==> config.mk <==
export PLATFORM = sky130hd
export DESIGN_NAME = cca_top
export DESIGN_NICKNAME = d
export VERILOG_FILES = /design/src/rtl/cca_pkg.sv /design/src/rtl/cca_chan.sv /design/src/rtl/cca_top.sv
export SDC_FILE = /design/constraint.sdc
export NUM_CORES = 1
export LEC_CHECK = 0
export ABC_CLOCK_PERIOD_IN_PS = 4100
export BUFFER_PORTS_ARGS = -buffer_cell sky130_fd_sc_hd__buf_2
export CORE_MARGIN = 5
export CORE_UTILIZATION = 33
export DETAILED_ROUTE_END_ITERATION = 7
export GPL_ROUTABILITY_DRIVEN = 0
export HOLD_SLACK_MARGIN = 0.02
export MAX_ROUTING_LAYER = met4
export PLACE_DENSITY = 0.52
export SETUP_SLACK_MARGIN = 0.3
export SYNTH_ARGS = -nofsm -noshare
export SYNTH_HDL_FRONTEND = slang
export SYNTH_SLANG_ARGS = --single-unit
export TNS_END_PERCENT = 10
==> constraint.sdc <==
create_clock -name CLK -period 4.1 [get_ports CLK]
set_input_delay 0 -clock CLK [delete_from_list [all_inputs] [get_ports CLK]]
set_output_delay 0 -clock CLK [all_outputs]
set_load 0.01 [all_outputs]
==> src/rtl/cca_pkg.sv <==
// Purpose: Shared constants and types for the capture/compare channel block.
// Assumes: APB slave with 32-bit data, one register per aligned word.
// Notes: Printed offsets are not multiples of four, so each is a word index.
package cca_pkg;
  localparam int NCH = 3;
  // Word indices of the registers; byte address is four times the index.
  localparam logic [7:0] IDX_MODE0 = 8'hda;
  localparam logic [7:0] IDX_MODE1 = 8'hdb;
  localparam logic [7:0] IDX_MODE2 = 8'hdc;
  localparam logic [7:0] IDX_VLO1 = 8'he9;
  localparam logic [7:0] IDX_VHI1 = 8'hea;
  localparam logic [7:0] IDX_VLO2 = 8'heb;
  localparam logic [7:0] IDX_VHI2 = 8'hec;
  localparam logic [7:0] IDX_VLO0 = 8'hfb;
  localparam logic [7:0] IDX_VHI0 = 8'hfc;
  localparam logic [7:0] IDX_CFG = 8'hf0;
  localparam logic [7:0] IDX_STAT = 8'hf1;
  localparam logic [7:0] IDX_MASK = 8'hf2;
  localparam logic [7:0] IDX_CNT = 8'hf3;
  // Mode register bit positions.
  localparam int B_WIDE = 7;
  localparam int B_ECOM = 6;
  localparam int B_RISE = 5;
  localparam int B_FALL = 4;
  localparam int B_MAT = 3;
  localparam int B_TOG = 2;
  localparam int B_PWM = 1;
  localparam int B_FIE = 0;
  // Config register bit positions and field.
  localparam int B_RELOAD_ACCESS_SELECT = 7;
  localparam int B_WATCHDOG_ENABLE = 6;
  localparam int B_CLSEL = 0;
  localparam logic [7:0] MODE_RST = 8'h00;
  localparam logic [15:0] VAL_RST = 16'h0000;
  localparam logic [31:0] SLVERR_ZERO = 32'h0000_0000;
  // Index of the channel that doubles as the watchdog.
  localparam int WDT_CH = 5;
  typedef struct packed {
    logic [7:0] mode;
    logic [15:0] value;
    logic [15:0] reload;
  } cca_chan_s;
  typedef struct packed {
    logic sel;
    logic enable;
    logic write;
    logic [31:0] addr;
    logic [31:0] wdata;
  } cca_apb_req_s;
endpackage : cca_pkg

==> src/rtl/cca_chan.sv <==
// Purpose: One capture/compare channel: capture, match, toggle, PWM outputs.
// Assumes: Counter and pin are synchronous to CLK.
// Notes: Register storage lives in the top; this module holds the pin state.
module cca_chan
  import cca_pkg::*;
(
  // Clock and reset
  input wire logic clk,
  input wire logic rst_n,
  // Configuration
  input wire cca_pkg::cca_chan_s cfg,
  input wire logic [1:0] pwm_bits,
  input wire logic [15:0] count,
  input wire logic overflow,
  // Pin
  input wire logic pin_in,
  output logic pin_out,
  // Events
  output logic capture,
  output logic match
);
  logic pin_prev_q;
  logic [10:0] mask;
  logic eq;
  logic rise;
  logic fall;

  // Compare width for the 8..11 bit PWM family.
  always_comb begin
    mask = 11'h0ff;
    case (pwm_bits)
      2'h1: mask = 11'h1ff;
      2'h2: mask = 11'h3ff;
      2'h3: mask = 11'h7ff;
      default: mask = 11'h0ff;
    endcase
  end

  assign rise = pin_in & ~pin_prev_q;
  assign fall = ~pin_in & pin_prev_q;
  // Equality is checked on the full word unless narrow PWM is running.
  assign eq = (cfg.mode[B_PWM] && !cfg.mode[B_WIDE] && !cfg.mode[B_TOG]) ?
              ((count[10:0] & mask) == (cfg.value[10:0] & mask)) :
              (count == cfg.value);
  assign match = cfg.mode[B_ECOM] & eq;
  assign capture = (cfg.mode[B_RISE] & rise) | (cfg.mode[B_FALL] & fall);

  // Previous pin level for edge detection.
  always_ff @(posedge clk or negedge rst_n) begin
    if (!rst_n) begin
      pin_prev_q <= 1'b0;
    end else begin
      pin_prev_q <= pin_in;
    end
  end

  // Output pin: toggle, frequency output or PWM level.
  always_ff @(posedge clk or negedge rst_n) begin
    if (!rst_n) begin
      pin_out <= 1'b0;
    end else if (cfg.mode[B_TOG] && match) begin
      pin_out <= ~pin_out;
    end else if (cfg.mode[B_PWM] && !cfg.mode[B_TOG] && cfg.mode[B_ECOM]) begin
      // Low until the match, high after it; overflow restarts the period.
      if (match) begin
        pin_out <= 1'b1;
      end else if (overflow) begin
        pin_out <= 1'b0;
      end
    end
  end
endmodule : cca_chan

==> src/rtl/cca_top.sv <==
// Purpose: Capture/compare channels of a counter array behind an APB slave.
// Assumes: 25 MHz clock; counter runs from CLK when enabled by software.
// Notes: Word index times four is the byte address of each register.
// Function
// - Width bit picks 16-bit or 8-11-bit compare in PWM mode, 16-bit otherwise; PWM pin still clears at the 8-11-bit overflow
// - Rise/fall enables select capture edges
// - Match enable sets flag on equality
// - Toggle inverts pin; with PWM, frequency output
// - PWM enable drives modulated output
// - Mask bit gates flag interrupt
// - Watchdog enable locks only a channel five mode; with three channels no mode is locked
// - Low/high bytes hold value halves
// - Reload select redirects byte accesses
// - Low byte write clears comparator enable
// - High byte write sets comparator enable
module cca_top
  import cca_pkg::*;
#(
  parameter int CHANNELS = cca_pkg::NCH
) (
  // Clock and reset
  input wire logic CLK,
  input wire logic RST_N,
  // APB slave
  input wire logic PSEL,
  input wire logic PENABLE,
  input wire logic PWRITE,
  input wire logic [31:0] PADDR,
  input wire logic [31:0] PWDATA,
  output logic [31:0] PRDATA,
  output logic PREADY,
  output logic PSLVERR,
  // Channel pins
  input wire logic [cca_pkg::NCH-1:0] CHANNEL_PIN_IN,
  output logic [cca_pkg::NCH-1:0] CHANNEL_PIN_OUT,
  output logic [cca_pkg::NCH-1:0] CHANNEL_PIN_OE,
  // Interrupt
  output logic IRQ
);
  cca_chan_s ch_q [NCH];
  logic [7:0] cfg_q;
  logic [NCH-1:0] flag_q;
  logic [NCH-1:0] mask_q;
  logic [15:0] count_q;
  logic [NCH-1:0] pin_out;
  logic [NCH-1:0] cap_ev;
  logic [NCH-1:0] mat_ev;
  logic [NCH-1:0] set_ev;
  logic [NCH-1:0] wr_mode;
  logic [NCH-1:0] wr_lo;
  logic [NCH-1:0] wr_hi;
  logic [NCH-1:0] oe_d;
  logic access;
  logic wr;
  logic mapped;
  logic [7:0] idx;
  logic overflow;
  logic [31:0] rdata;
  logic [1:0] pwm_bits;
  logic [15:0] top;
  logic counter_run;

  // Each access completes in its first access cycle; no wait states.
  assign access = PSEL & PENABLE;
  assign wr = access & PWRITE;
  assign idx = PADDR[9:2];
  assign pwm_bits = cfg_q[B_CLSEL +: 2];
  assign counter_run = cfg_q[B_CLSEL + 2];

  // Narrow PWM period ends at 2^n - 1; otherwise the counter wraps at 16 bits.
  always_comb begin
    case (pwm_bits)
      2'h1: top = 16'h01ff;
      2'h2: top = 16'h03ff;
      2'h3: top = 16'h07ff;
      default: top = 16'h00ff;
    endcase
  end
  assign overflow = counter_run & (((count_q & top) == top) | (count_q == 16'hffff));

  // Shared array counter, kept small here since only its value is needed.
  always_ff @(posedge CLK or negedge RST_N) begin
    if (!RST_N) begin
      count_q <= VAL_RST;
    end else if (counter_run) begin
      count_q <= count_q + 16'h0001;
    end
  end

  // Configuration: reload select, watchdog enable, width and run bits.
  always_ff @(posedge CLK or negedge RST_N) begin
    if (!RST_N) begin
      cfg_q <= MODE_RST;
    end else if (wr && idx == IDX_CFG) begin
      cfg_q <= PWDATA[7:0];
    end
  end

  // Per-channel decode, channel logic and register storage.
  for (genvar i = 0; i < NCH; i++) begin : g_ch
    localparam logic [7:0] IM = (i == 0) ? IDX_MODE0 : (i == 1) ? IDX_MODE1 : IDX_MODE2;
    localparam logic [7:0] IL = (i == 0) ? IDX_VLO0 : (i == 1) ? IDX_VLO1 : IDX_VLO2;
    localparam logic [7:0] IH = (i == 0) ? IDX_VHI0 : (i == 1) ? IDX_VHI1 : IDX_VHI2;
    // Only a channel numbered five is locked; with three channels none is.
    assign wr_mode[i] = wr && idx == IM && !(i == WDT_CH && cfg_q[B_WATCHDOG_ENABLE]);
    assign wr_lo[i] = wr && idx == IL;
    assign wr_hi[i] = wr && idx == IH;
    assign set_ev[i] = cap_ev[i] | (mat_ev[i] & ch_q[i].mode[B_MAT]);
    assign oe_d[i] = ch_q[i].mode[B_TOG] | ch_q[i].mode[B_PWM];

    cca_chan u_chan (
      .clk(CLK),
      .rst_n(RST_N),
      .cfg(ch_q[i]),
      .pwm_bits(ch_q[i].mode[B_WIDE] ? 2'h0 : pwm_bits),
      .count(count_q),
      .overflow(overflow),
      .pin_in(CHANNEL_PIN_IN[i]),
      .pin_out(pin_out[i]),
      .capture(cap_ev[i]),
      .match(mat_ev[i])
    );

    // Mode register; byte writes to the value force the comparator bit.
    always_ff @(posedge CLK or negedge RST_N) begin
      if (!RST_N) begin
        ch_q[i].mode <= MODE_RST;
      end else if (wr_mode[i]) begin
        ch_q[i].mode <= PWDATA[7:0];
      end else if (wr_lo[i] && !cfg_q[B_RELOAD_ACCESS_SELECT]) begin
        ch_q[i].mode[B_ECOM] <= 1'b0;
      end else if (wr_hi[i] && !cfg_q[B_RELOAD_ACCESS_SELECT]) begin
        ch_q[i].mode[B_ECOM] <= 1'b1;
      end
    end

    // Capture/compare value: software bytes or counter snapshot on an edge.
    always_ff @(posedge CLK or negedge RST_N) begin
      if (!RST_N) begin
        ch_q[i].value <= VAL_RST;
      end else if (cap_ev[i]) begin
        ch_q[i].value <= count_q;
      end else if (wr_lo[i] && !cfg_q[B_RELOAD_ACCESS_SELECT]) begin
        ch_q[i].value[7:0] <= PWDATA[7:0];
      end else if (wr_hi[i] && !cfg_q[B_RELOAD_ACCESS_SELECT]) begin
        ch_q[i].value[15:8] <= PWDATA[7:0];
      end else if (overflow && ch_q[i].mode[B_PWM] && !ch_q[i].mode[B_WIDE] &&
                   pwm_bits != 2'h0) begin
        // Narrow PWM of 9 to 11 bits takes the new duty only at the period boundary.
        ch_q[i].value <= ch_q[i].reload;
      end
    end

    // Auto-reload value reached through the value addresses.
    always_ff @(posedge CLK or negedge RST_N) begin
      if (!RST_N) begin
        ch_q[i].reload <= VAL_RST;
      end else if (wr_lo[i] && cfg_q[B_RELOAD_ACCESS_SELECT]) begin
        ch_q[i].reload[7:0] <= PWDATA[7:0];
      end else if (wr_hi[i] && cfg_q[B_RELOAD_ACCESS_SELECT]) begin
        ch_q[i].reload[15:8] <= PWDATA[7:0];
      end
    end

    // Sticky flag: hardware set beats a write-one clear in the same cycle.
    always_ff @(posedge CLK or negedge RST_N) begin
      if (!RST_N) begin
        flag_q[i] <= 1'b0;
      end else if (set_ev[i]) begin
        flag_q[i] <= 1'b1;
      end else if (wr && idx == IDX_STAT && PWDATA[i]) begin
        flag_q[i] <= 1'b0;
      end
    end
  end

  // Interrupt mask mirrors each channel's flag interrupt bit.
  always_comb begin
    for (int k = 0; k < NCH; k++) begin
      mask_q[k] = ch_q[k].mode[B_FIE];
    end
  end

  // Read multiplexer.
  always_comb begin
    rdata = SLVERR_ZERO;
    mapped = 1'b1;
    case (idx)
      IDX_MODE0: rdata[7:0] = ch_q[0].mode;
      IDX_MODE1: rdata[7:0] = ch_q[1].mode;
      IDX_MODE2: rdata[7:0] = ch_q[2].mode;
      IDX_VLO0: rdata[7:0] = cfg_q[B_RELOAD_ACCESS_SELECT] ? ch_q[0].reload[7:0] : ch_q[0].value[7:0];
      IDX_VHI0: rdata[7:0] = cfg_q[B_RELOAD_ACCESS_SELECT] ? ch_q[0].reload[15:8] : ch_q[0].value[15:8];
      IDX_VLO1: rdata[7:0] = cfg_q[B_RELOAD_ACCESS_SELECT] ? ch_q[1].reload[7:0] : ch_q[1].value[7:0];
      IDX_VHI1: rdata[7:0] = cfg_q[B_RELOAD_ACCESS_SELECT] ? ch_q[1].reload[15:8] : ch_q[1].value[15:8];
      IDX_VLO2: rdata[7:0] = cfg_q[B_RELOAD_ACCESS_SELECT] ? ch_q[2].reload[7:0] : ch_q[2].value[7:0];
      IDX_VHI2: rdata[7:0] = cfg_q[B_RELOAD_ACCESS_SELECT] ? ch_q[2].reload[15:8] : ch_q[2].value[15:8];
      IDX_CFG: rdata[7:0] = cfg_q;
      IDX_STAT: rdata[NCH-1:0] = flag_q;
      IDX_MASK: rdata[NCH-1:0] = mask_q;
      IDX_CNT: rdata[15:0] = count_q;
      default: mapped = 1'b0;
    endcase
    if (PADDR[31:10] != 22'h0 || PADDR[1:0] != 2'h0) begin
      mapped = 1'b0;
    end
  end

  // Registered APB answer: no wait states, so PREADY is high in the first access cycle.
  always_ff @(posedge CLK or negedge RST_N) begin
    if (!RST_N) begin
      PREADY <= 1'b0;
      PRDATA <= SLVERR_ZERO;
      PSLVERR <= 1'b0;
    end else begin
      PREADY <= PSEL & ~PENABLE;
      PRDATA <= (PSEL & ~PENABLE & ~PWRITE & mapped) ? rdata : SLVERR_ZERO;
      PSLVERR <= PSEL & ~PENABLE & ~mapped;
    end
  end

  // Pins and interrupt come straight from flip-flops.
  always_ff @(posedge CLK or negedge RST_N) begin
    if (!RST_N) begin
      CHANNEL_PIN_OUT <= '0;
      CHANNEL_PIN_OE <= '0;
      IRQ <= 1'b0;
    end else begin
      CHANNEL_PIN_OUT <= pin_out;
      CHANNEL_PIN_OE <= oe_d;
      IRQ <= |(flag_q & mask_q);
    end
  end
endmodule : cca_top

==> flow_summary.ini, run 1 <==
[run_status]
run_status = completed

[flow_run]
max_cap_violations = 0

[sta]
clock.fmax_mhz = 324
setup-violations-final = 0
period_needed_ps = 3080
setup_total_negative_slack_ps = 0
final-hold-violation-count = 0
rsz0062_at_grt = false
max_slew_margin_pct = 21.9
count_of_final_max_slew_check_failures = 0
final.period_utilization_pct = 75.2
worst-slew-pin-transition_ps = 1160
worst_clock_skew_ps = 16.7

[grt]
grt-busiest-layer = met2
grt_pass1_wl_um = 49800
groute.layer.met1.usage_pct = 26.0
gr-total-overflow = 0
pin_count_of_the_biggest_net_entering_global_routing = 101
grt_use_met3_pct = 3.25
global_route.usage.met2_pct = 29.2
globalRouteTotalUtil_pct = 19.0
grt_pass1_vias = 7723
antenna_found_initial = 0

[clock_network]
clock_sink_count = 178
clock_tree.buffer_depth = 2
clkTransAtPathRegs_ps = 70
tritoncts.num_buffers = 17
clk-insertion-delay-late_ps = 450
cts_resized = 0
htree_num_levels = 4
tritoncts = built
clock_tree.root_cell = sky130_fd_sc_hd__clkbuf_16
post_cts_hold_buffer_count = 10
cts_setup_buffers = 0

[pwr]
worst_ir_drop_vdd_v = 0.000269
clkPwrFrac_pct = 43.8
pwr_density_cell_mw_per_mm2 = 319
power.net_switching_uw = 1030
power.share.sequential_pct = 48.5
cell_internal_power_uw = 2670
leakagePower_uw = 0.00485
combPwrFrac_pct = 7.7
sw_frac_of_total_pct = 27.8

[setup_path]
critPathCaptureType = register
timing.critical_path.from = PADDR[18]
regToRegStartpoint = count_q[2]
worst_ep_required_time_ps = 4400
worst-endpoint-arrival_ps = 3380
crit_fanout = 10
setup.worst_path.start_class = input pin
criticalPathCategory = input pin to register
reg2reg_setup_slack_ps = 1290

[synth]
netlist.top_cell.by_area = sky130_fd_sc_hd__dfrtp_1
synth_sequential_area_ratio_pct = 43.3
ys.warnings.count = 0
synthesis.area_mm2 = 0.0103
synth-edff-count = 0
synthArstFlopShare_pct = 100
ys_dominant_reg_cell = sky130_fd_sc_hd__dfrtp_1
netlist_top_cells_area = sky130_fd_sc_hd__dfrtp_1 43%, sky130_fd_sc_hd__mux2_2 11%, sky130_fd_sc_hd__mux2i_1 8.7%, sky130_fd_sc_hd__xnor2_1 5.0%, sky130_fd_sc_hd__o21ai_0 3.8%
ys_seq_elements = 178
area_share_of_the_largest_cell_type_after_synthesis_pct = 43.3
mapped_avg_cell_area_um2 = 10.7
synthesis.instances = 963
synth_cell_type_count = 72

[route]
dr_total_vias = 7796
ant_nets = 0
detail_route.drc_violations = 0
drt_wl_total_um = 32700
iter_0_drt_violations = 771
wl_per_cell_um = 23.0
detail_route.vias_per_cell = 5.47
detailedRoute.firstPassIterationCount = 5

[die]
io_pins = 113
floorplan.initialDensity_pct = 33.6
die_h_um = 187
floorplan.die_area_mm2 = 0.0348
floorplan.rows = 64
dieWidth_um = 187
fp.coreArea_mm2 = 0.0307

[place]
io_buffers = 72
placed_cells_incl_taps = 1382
detailedPlacementHpwl_um = 22900

[final_layout]
flow.area_growth_from_synthesis_pct = 12.7
num_antenna_cells = 0
drive_gt1_share_pct = 27.1
nNetsFinal = 1088
instances_no_fill = 1424

[min_path]
hp-class = input pin to register
holdCritStartpoint = PADDR[23]
[metrics by stage]
step / area (µm²) / worst slack (ps) / util, % / power (µW) / hold slack [ps]
2_1_floorplan: 10400 / 2010 / - / 1970 / -296
3_3_place_gp: 10900 / 1360 / 35.7 / 2110 / 136
3_5_place_dp: 10900 / 1360 / 35.7 / 2110 / 136
4_1_cts: 11600 / 1140 / 37.9 / 3740 / 22.5
5_1_grt: 11600 / 901 / 37.9 / 3820 / 57.2
6_report: 11600 / 1020 / 37.9 / 3710 / 30.9
[kinds of logic after synthesis]
logic type,after synthesis,share of synthesized area (%)
xor+xnor,63,5.36
flops,178,43.3
simple gates,236,12.4
buf+inv,95,4.78
compound gates,171,10.6
fa+ha+maj,1,0.122
other cells,1,0.0364
mux,218,23.5
[critical path, stage by stage]
cell and delay [ps]:
sky130_fd_sc_hd__dlygate4sd3_1 530, sky130_fd_sc_hd__buf_2 120, sky130_fd_sc_hd__nor4_1 220, sky130_fd_sc_hd__dlygate4sd3_1 590, sky130_fd_sc_hd__nand2_1 50, sky130_fd_sc_hd__dlygate4sd3_1 570
sky130_fd_sc_hd__nor2_1 110, sky130_fd_sc_hd__and3b_1 450, sky130_fd_sc_hd__o21ai_1 320, sky130_fd_sc_hd__a31oi_1 420
[sequential cells by signal, indices dropped and copies added, names as in the netlist]
name,count
CHANNEL_PIN_OE,3
CHANNEL_PIN_OUT,3
IRQ,1
PRDATA,16
PREADY,1
PSLVERR,1
cfg_q,8
ch_q,120
count_q,16
flag_q,3
g_ch.u_chan.pin_out,3
g_ch.u_chan.pin_prev_q,3
[layer usage]
layer,wire length [µm],share of wire (%),vias up
li1,-,-,3533
met1,15100,46,3952
met2,15100,46,269
met3,1780,5.4,42
met4,731,2.2,0
met5,0,0,-
[final timing paths]
check | to | cells after the start
setup / recovery | PRDATA[5] | 10
hold / removal | PSLVERR | 5
setup reg to reg | ch_q[59] | 6
hold reg to reg | CHANNEL_PIN_OUT[2] | 0
max in group asynchronous | cfg_q[7] | 3
min in group asynchronous | IRQ | 2
[placed cells by master, fill, tap and decap left out, types with 4 or more instances in the layout]
master	instances
sky130_fd_sc_hd__dfrtp_1	177
sky130_fd_sc_hd__mux2_2	105
sky130_fd_sc_hd__mux2i_1	90
sky130_fd_sc_hd__nand2_1	90
sky130_fd_sc_hd__o21ai_0	78
sky130_fd_sc_hd__buf_2	71
sky130_fd_sc_hd__xnor2_1	59
sky130_fd_sc_hd__nor2_1	38
sky130_fd_sc_hd__buf_4	22
sky130_fd_sc_hd__a21oi_1	20
sky130_fd_sc_hd__clkbuf_16	17
sky130_fd_sc_hd__conb_1	16
sky130_fd_sc_hd__o22ai_1	15
sky130_fd_sc_hd__nor3_1	14
sky130_fd_sc_hd__nand4_1	14
sky130_fd_sc_hd__mux2_1	11
sky130_fd_sc_hd__and3_1	10
sky130_fd_sc_hd__nand3_1	10
sky130_fd_sc_hd__dlygate4sd3_1	10
sky130_fd_sc_hd__inv_1	9
sky130_fd_sc_hd__nor3_2	9
sky130_fd_sc_hd__mux2_4	8
sky130_fd_sc_hd__a31oi_1	7
sky130_fd_sc_hd__a22oi_1	7
sky130_fd_sc_hd__nor3b_1	6
sky130_fd_sc_hd__nor4_1	6
sky130_fd_sc_hd__nand2b_1	6
sky130_fd_sc_hd__clkinv_4	6
sky130_fd_sc_hd__a221oi_1	5
sky130_fd_sc_hd__o22a_1	4
sky130_fd_sc_hd__mux4_2	4
sky130_fd_sc_hd__or2_2	4
sky130_fd_sc_hd__xor2_1	4
sky130_fd_sc_hd__inv_8	4
[power by group through the flow]
stage	registers [µW]	logic (µW)	clock network, µW
after floorplan	1830	144	0
after global placement	1830	276	0
after detailed placement	1830	279	0
after CTS	1800	286	1650
after global routing	1800	307	1720
final	1800	284	1620
[area by class of cell]
type                    count  area [µm²]
well taps                 396         495
flip-flops and latches    178        4460
repair buffers            104         634
clock buffers              17         425
clock inverters            15         146
inverters                   9        33.8
multi-input cells         705        5420
fillers                  3043       19100
[synthesized netlist by cell type, types with 15 or more instances]
cell type,instances
sky130_fd_sc_hd__o22ai_1,15
sky130_fd_sc_hd__xnor2_1,59
sky130_fd_sc_hd__nor2_1,38
sky130_fd_sc_hd__dfrtp_1,178
sky130_fd_sc_hd__a21oi_1,20
sky130_fd_sc_hd__o21ai_0,78
sky130_fd_sc_hd__mux2_2,105
sky130_fd_sc_hd__nand2_1,90
sky130_fd_sc_hd__buf_2,16
sky130_fd_sc_hd__buf_4,24
sky130_fd_sc_hd__clkbuf_1,33
sky130_fd_sc_hd__mux2i_1,90
(Power assumes the default switching activity.)
==> run 2: changes to the inputs <==
--- a/config.mk
+++ b/config.mk
@@ -5,7 +5,8 @@
 export SDC_FILE = /design/constraint.sdc
 export NUM_CORES = 1
 export LEC_CHECK = 0
-export ABC_CLOCK_PERIOD_IN_PS = 4100
+export ABC_AREA = 1
+export ABC_CLOCK_PERIOD_IN_PS = 3100
 export BUFFER_PORTS_ARGS = -buffer_cell sky130_fd_sc_hd__buf_2
 export CORE_MARGIN = 5
 export CORE_UTILIZATION = 33
==> constraint.sdc (replaced) <==
create_clock -name CLK -period 3.1 [get_ports CLK]
set_input_delay 0 -clock CLK [delete_from_list [all_inputs] [get_ports CLK]]
set_output_delay 0 -clock CLK [all_outputs]
set_load 0.01 [all_outputs]
==> run 2 against run 1 <==
  * Clock skew decreased by 2.4 ps
  * Clock power increased by 48%
  * Clock-buffer cell count increased by 3
  * Critical path type unchanged
  * Hold slack improved by 8.4 ps
==> flow_summary.ini, run 2 <==
[grt]
gr-total-overflow = 0
globalRouteTotalUtil_pct = 23.4
grt_pass1_wl_um = 62600
grt_pass1_vias = 10132
antenna_found_initial = 1
pin_count_of_the_biggest_net_entering_global_routing = 86

[clock_network]
cts_resized = 0
clk-insertion-delay-late_ps = 450
cts_setup_buffers = 0
tritoncts = built
clock_sink_count = 178
clock_tree.buffer_depth = 2
tritoncts.num_buffers = 17
post_cts_hold_buffer_count = 20
clkTransAtPathRegs_ps = 80
clock_tree.root_cell = sky130_fd_sc_hd__clkbuf_16
htree_num_levels = 4

[setup_path]
reg2reg_setup_slack_ps = 730
criticalPathCategory = input pin to register
setup.worst_path.start_class = input pin
worst-endpoint-arrival_ps = 2830
worst_ep_required_time_ps = 3420
crit_fanout = 3
critPathCaptureType = register
r2r_cells = 8

[synth]
netlist.top_cell.by_area = sky130_fd_sc_hd__dfrtp_1
synth_cell_type_count = 41
ys_seq_elements = 178
synthArstFlopShare_pct = 100
mapped_avg_cell_area_um2 = 6.54
post_synth_most_frequent_cells = 700 x sky130_fd_sc_hd__nand2_1, 179 x sky130_fd_sc_hd__o21ai_0, 178 x sky130_fd_sc_hd__dfrtp_1
ys.warnings.count = 0
synth_sequential_area_ratio_pct = 40.8
ys_dominant_reg_cell = sky130_fd_sc_hd__dfrtp_1
synthesis.instances = 1669
synthesis.area_mm2 = 0.0109
area_share_of_the_largest_cell_type_after_synthesis_pct = 40.8
netlist_top_cells_area = sky130_fd_sc_hd__dfrtp_1 41%, sky130_fd_sc_hd__nand2_1 24%, sky130_fd_sc_hd__o21ai_0 8.2%, sky130_fd_sc_hd__inv_1 5.3%, sky130_fd_sc_hd__nor2_1 5.1%
yosys.cell_count.top_type = sky130_fd_sc_hd__nand2_1
synth-edff-count = 0

[place]
detailed_place.area_mm2 = 0.0118
pre_cts_ws_ps = 755
detailedPlacementHpwl_um = 30400
io_buffers = 72

[sta]
worst_slack_ps = 585
final-hold-violation-count = 0
period_needed_ps = 2510
clock.fmax_mhz = 398
worst_clock_skew_ps = 14.3
worst-slew-pin-transition_ps = 789
max_slew_margin_pct = 47.4
setup_total_negative_slack_ps = 0
count_of_final_max_slew_check_failures = 0
setup-violations-final = 0
final.period_utilization_pct = 81.1
rsz0062_at_grt = false

[die]
fp.coreArea_mm2 = 0.0326
floorplan.die_area_mm2 = 0.0368
floorplan.initialDensity_pct = 33.5
floorplan.rows = 66
io_pins = 113
die_h_um = 192
dieWidth_um = 192

[final_layout]
largest_register_ffs = 120
most_common_library_cell_in_the_layout_ignoring_fill_and_taps = sky130_fd_sc_hd__nand2_1
top_register = ch_q
final_design_area_no_fill_mm2 = 0.0126
nNetsFinal = 1824
layout.cells.most_common_list = 700 x sky130_fd_sc_hd__nand2_1, 179 x sky130_fd_sc_hd__o21ai_0, 177 x sky130_fd_sc_hd__dfrtp_1
reg.largest.list = ch_q: 120 flops, PRDATA: 16 flops, count_q: 16 flops
drive_gt1_share_pct = 9.47
flow.area_growth_from_synthesis_pct = 15.6

[route]
drt_wl_total_um = 41500
detail_route.vias_per_cell = 4.95
wl_per_cell_um = 18.8
detailedRoute.firstPassIterationCount = 5
iter_0_drt_violations = 1050
detail_route.drc_violations = 0
ant_nets = 0
dr_total_vias = 10917

[pwr]
pwr_density_cell_mw_per_mm2 = 427
leakagePower_uw = 0.00645
worst_ir_drop_vdd_v = 0.000357
p_total_uw = 5390

[min_path]
hp-class = input pin to register
worst_hold_path.num_cells = 5

[flow_run]
max_cap_violations = 0

[run_status]
run_status = completed
## run 2: cell count changes in the layout (fill, tap and decap cells not counted), moves of 9 or more
| cell | before | now |
|---|---|---|
| sky130_fd_sc_hd__and3_1 | 10 | 1 |
| sky130_fd_sc_hd__xor2_1 | 4 | 19 |
| sky130_fd_sc_hd__mux2i_1 | 90 | 1 |
| sky130_fd_sc_hd__nand3_1 | 10 | 92 |
| sky130_fd_sc_hd__nand2_1 | 90 | 700 |
| sky130_fd_sc_hd__mux2_1 | 11 | 0 |
| sky130_fd_sc_hd__xnor2_1 | 59 | 8 |
| sky130_fd_sc_hd__o21ai_0 | 78 | 179 |
| sky130_fd_sc_hd__dlygate4sd3_1 | 10 | 20 |
| sky130_fd_sc_hd__inv_1 | 9 | 153 |
| sky130_fd_sc_hd__nor2_1 | 38 | 148 |
| sky130_fd_sc_hd__mux2_2 | 105 | 0 |
## run 2: cells by family after synthesis
logic type                 Yosys count  synth area share [%]
AOI/OAI and AO/OA                  225                  10.9
xor gates and xnor gates            27                  2.17
DFF                                178                  40.8
other                                1                0.0343
and+or+nand+nor                    996                  37.0
muxes                                1                0.0917
buffers and inverters              240                  8.97
adders and majority gates            1                 0.115
## run 2: stage by stage
step	utilization, %	cells	hold slack [ps]
2_1_floorplan	-	1684	-296
3_3_place_gp	36.2	2154	125
3_5_place_dp	36.2	2154	130
4_1_cts	38.7	2206	23.0
5_1_grt	38.7	2207	90.7
6_report	38.7	2207	39.2
## run 2: critical path: stages
cell and delay, ps:
sky130_fd_sc_hd__dlygate4sd3_1 550, sky130_fd_sc_hd__buf_2 120, sky130_fd_sc_hd__nor4_1 150, sky130_fd_sc_hd__dlygate4sd3_1 580, sky130_fd_sc_hd__nand2_1 50, sky130_fd_sc_hd__dlygate4sd3_1 560
sky130_fd_sc_hd__nor2_1 180, sky130_fd_sc_hd__dlygate4sd3_1 580, sky130_fd_sc_hd__a21oi_1 70
## run 2: cell type report
cell class,count,area [µm²]
clock buffers,20,447
clock inverters,12,180
diodes,1,2.50
well taps,442,553
flip-flops and latches,178,4460
repair buffers,123,827
multi-input cells,1266,5540
inverters,165,619
fillers,3513,20000
## run 2: final timing paths
check | start | to
worst min-delay path | PADDR[3] | flag_q[2]
worst min register to register | g_ch[2].u_chan.pin_out | CHANNEL_PIN_OUT[2]
worst max-delay path | PADDR[12] | PSLVERR
min in group asynchronous | RST_N | ch_q[53]
max in group asynchronous | RST_N | ch_q[37]
worst max register to register | count_q[6] | ch_q[111]
## run 2: where the power goes
part	internal [µW]	switching, µW	total, µW
clock network	1380	1010	2390
registers	2370	39.9	2410
logic	169	428	597
## run 2: metal layers
layer  GRT usage, %  vias up  share of wire, %
met5              -        -                 0
li1               -     5361                 -
met4           7.96        0               2.9
met2           36.0      410                45
met3           3.47       53               6.5
met1           31.6     5093                46
==> run 3: changes to the inputs <==
--- a/config.mk
+++ b/config.mk
@@ -6,7 +6,7 @@
 export NUM_CORES = 1
 export LEC_CHECK = 0
 export ABC_AREA = 1
-export ABC_CLOCK_PERIOD_IN_PS = 3100
+export ABC_CLOCK_PERIOD_IN_PS = 2000
 export BUFFER_PORTS_ARGS = -buffer_cell sky130_fd_sc_hd__buf_2
 export CORE_MARGIN = 5
 export CORE_UTILIZATION = 33
@@ -14,7 +14,7 @@
 export GPL_ROUTABILITY_DRIVEN = 0
 export HOLD_SLACK_MARGIN = 0.02
 export MAX_ROUTING_LAYER = met4
-export PLACE_DENSITY = 0.52
+export PLACE_DENSITY = 0.54
 export SETUP_SLACK_MARGIN = 0.3
 export SYNTH_ARGS = -nofsm -noshare
 export SYNTH_HDL_FRONTEND = slang
==> constraint.sdc (replaced) <==
create_clock -name CLK -period 2 [get_ports CLK]
set_input_delay 0 -clock CLK [delete_from_list [all_inputs] [get_ports CLK]]
set_output_delay 0 -clock CLK [all_outputs]
set_load 0.01 [all_outputs]
==> run 3 against run 2 <==
  * First-iteration DRC count up 20%
  * Highest routed layer unchanged
  * Clock skew up 0.77 ps
  * Sequential power up 55%
  * Register-to-register slack worse by 610 ps
  * Critical path type is now register to register
  * Largest power group unchanged
  * Sequential cell count unchanged
  * Sequential share of layout area down 2.5 points
==> flow_summary.ini, run 3 (synthesis results as in run 2) <==
[run_status]
run_status = completed

[min_path]
hp-class = input pin to register

[place]
detailed_place.area_mm2 = 0.0124
io_buffers = 72
detailedPlacementHpwl_um = 32900

[final_layout]
nNetsFinal = 1922
reg.largest.list = ch_q: 120 flops, PRDATA: 16 flops, count_q: 16 flops
final_design_area_no_fill_mm2 = 0.0136
largest_register_ffs = 120
multi_input_comb_area_mm2 = 0.00572
layout.core_utilization_pct = 41.7
layout.cells.most_common_list = 689 x sky130_fd_sc_hd__nand2_1, 174 x sky130_fd_sc_hd__o21ai_0, 173 x sky130_fd_sc_hd__dfrtp_1
most_common_library_cell_in_the_layout_ignoring_fill_and_taps = sky130_fd_sc_hd__nand2_1
fill_cells = 3439
flow.area_growth_from_synthesis_pct = 24.7
top_register = ch_q
final-seq-area_mm2 = 0.00446
drive_gt1_share_pct = 16.8

[clock_network]
clock_tree.root_cell = sky130_fd_sc_hd__clkbuf_16
clock_tree.buffer_depth = 2
clk-insertion-delay-late_ps = 450
clkTransAtPathRegs_ps = 70
tritoncts = built
tritoncts.num_buffers = 17
htree_num_levels = 4
clock_sink_count = 178

[pwr]
cell_internal_power_uw = 5780
power.share.sequential_pct = 46.1
sw_frac_of_total_pct = 28.9
clkPwrFrac_pct = 40.7
leakagePower_uw = 0.00697
power.net_switching_uw = 2340
pwr_density_cell_mw_per_mm2 = 596
combPwrFrac_pct = 13.2
worst_ir_drop_vdd_v = 0.000493

[die]
floorplan.rows = 66
floorplan.die_area_mm2 = 0.0368
dieWidth_um = 192
floorplan.initialDensity_pct = 33.5
fp.coreArea_mm2 = 0.0326
die_h_um = 192
io_pins = 113

[sta]
worst-slew-pin-transition_ps = 719
rsz0062_at_grt = true
period_needed_ps = 1880
setup_total_negative_slack_ps = 0
worst_clock_skew_ps = 15.1
setup-violations-final = 0
clock.fmax_mhz = 532
final-hold-violation-count = 0
hold_ws_ps = 62.8
final.period_utilization_pct = 94.1
max_slew_margin_pct = 52.1
count_of_final_max_slew_check_failures = 0

[route]
drt_wl_total_um = 43200
wl_per_cell_um = 18.7
detailedRoute.firstPassIterationCount = 6
ant_nets = 0
detail_route.drc_violations = 0
iter_0_drt_violations = 1255
detail_route.vias_per_cell = 4.98
dr_total_vias = 11486

[setup_path]
most_frequent_cell_on_the_critical_path = sky130_fd_sc_hd__nor2_1
critical-path-max-stage-delay_ps = 470
critPathSlowestCell = sky130_fd_sc_hd__dfrtp_2
crit_chain = buf_4, nor2_1, a21oi_1, o21ai_0, nor2_1, nand2_1, nor2_1, nor2_1
critPathCaptureType = register
setup.worst_path.start_class = register
criticalPathCategory = register to register
crit_fanout = 14
worst_ep_required_time_ps = 2310
worst-endpoint-arrival_ps = 2190

[grt]
gr-total-overflow = 0
globalRouteTotalUtil_pct = 24.3
grt_pass1_vias = 10738
antenna_found_initial = 1
grt_pass1_wl_um = 65100
pin_count_of_the_biggest_net_entering_global_routing = 72

[flow_run]
max_cap_violations = 0
-- run 3: critical path, delay by kind of cell, from the launching register on --
family                 cells  cell delay [ps]
DFF                        1              470
and+or+nand+nor            5              530
buffers and inverters      1              260
AOI/OAI and AO/OA          2              470
-- run 3: routing by layer --
| layer | track usage (%) | vias up | wire length (µm) |
|---|---|---|---|
| met5 | - | - | 0 |
| met2 | 38.1 | 476 | 19500 |
| li1 | - | 5562 | - |
| met4 | 7.51 | 0 | 1330 |
| met1 | 32.8 | 5371 | 19200 |
| met3 | 3.42 | 77 | 3200 |
-- run 3: what timing repair did --
item / in CTS / in global routing
pin swaps: 18 / 12
hold buffers: 15 / 0
setup buffers: 14 / 12
setup endpoints to repair: 65 / 71
resized for setup: 42 / 30
cloned: 1 / 1
hold endpoints to repair: 84 / 0
-- run 3: worst paths after layout --
path	start	end	slack [ps]	cells after the start
max	cfg_q[7]	PRDATA[0]	120	8
min	PADDR[2]	flag_q[2]	60	4
max reg2reg	cfg_q[7]	PRDATA[0]	120	8
min reg2reg	g_ch[2].u_chan.pin_out	CHANNEL_PIN_OUT[2]	410	0
max in group asynchronous	RST_N	ch_q[62]	1180	3
min in group asynchronous	RST_N	ch_q[55]	150	2
-- run 3: per-stage QoR --
stage          power [µW]  setup slack [ps]  cells
2_1_floorplan        4270               305   1684
3_3_place_gp         4760             -38.1   2229
3_5_place_dp         4770             -64.7   2229
4_1_cts              8150               153   2291
5_1_grt              8450              81.7   2305
6_report             8120               119   2305
-- run 3: layout make-up --
class,instances,share of cell area (%)
Clock buffer,19,3.18
Tap cell,442,4.06
Clock inverter,13,0.937
Inverter,165,4.77
Antenna cell,1,0.0184
Sequential cell,178,32.8
Timing Repair Buffer,220,12.2
Multi-Input combinational cell,1267,42.0
-- run 3: power groups by stage --
stage               registers, µW  logic, µW  clock network [µW]
floorplan                    3800        477                   0
global placement             3800        957                   0
detailed placement           3810        961                   0
CTS                          3740       1040                3380
global route                 3750       1170                3530
finish                       3740       1070                3310
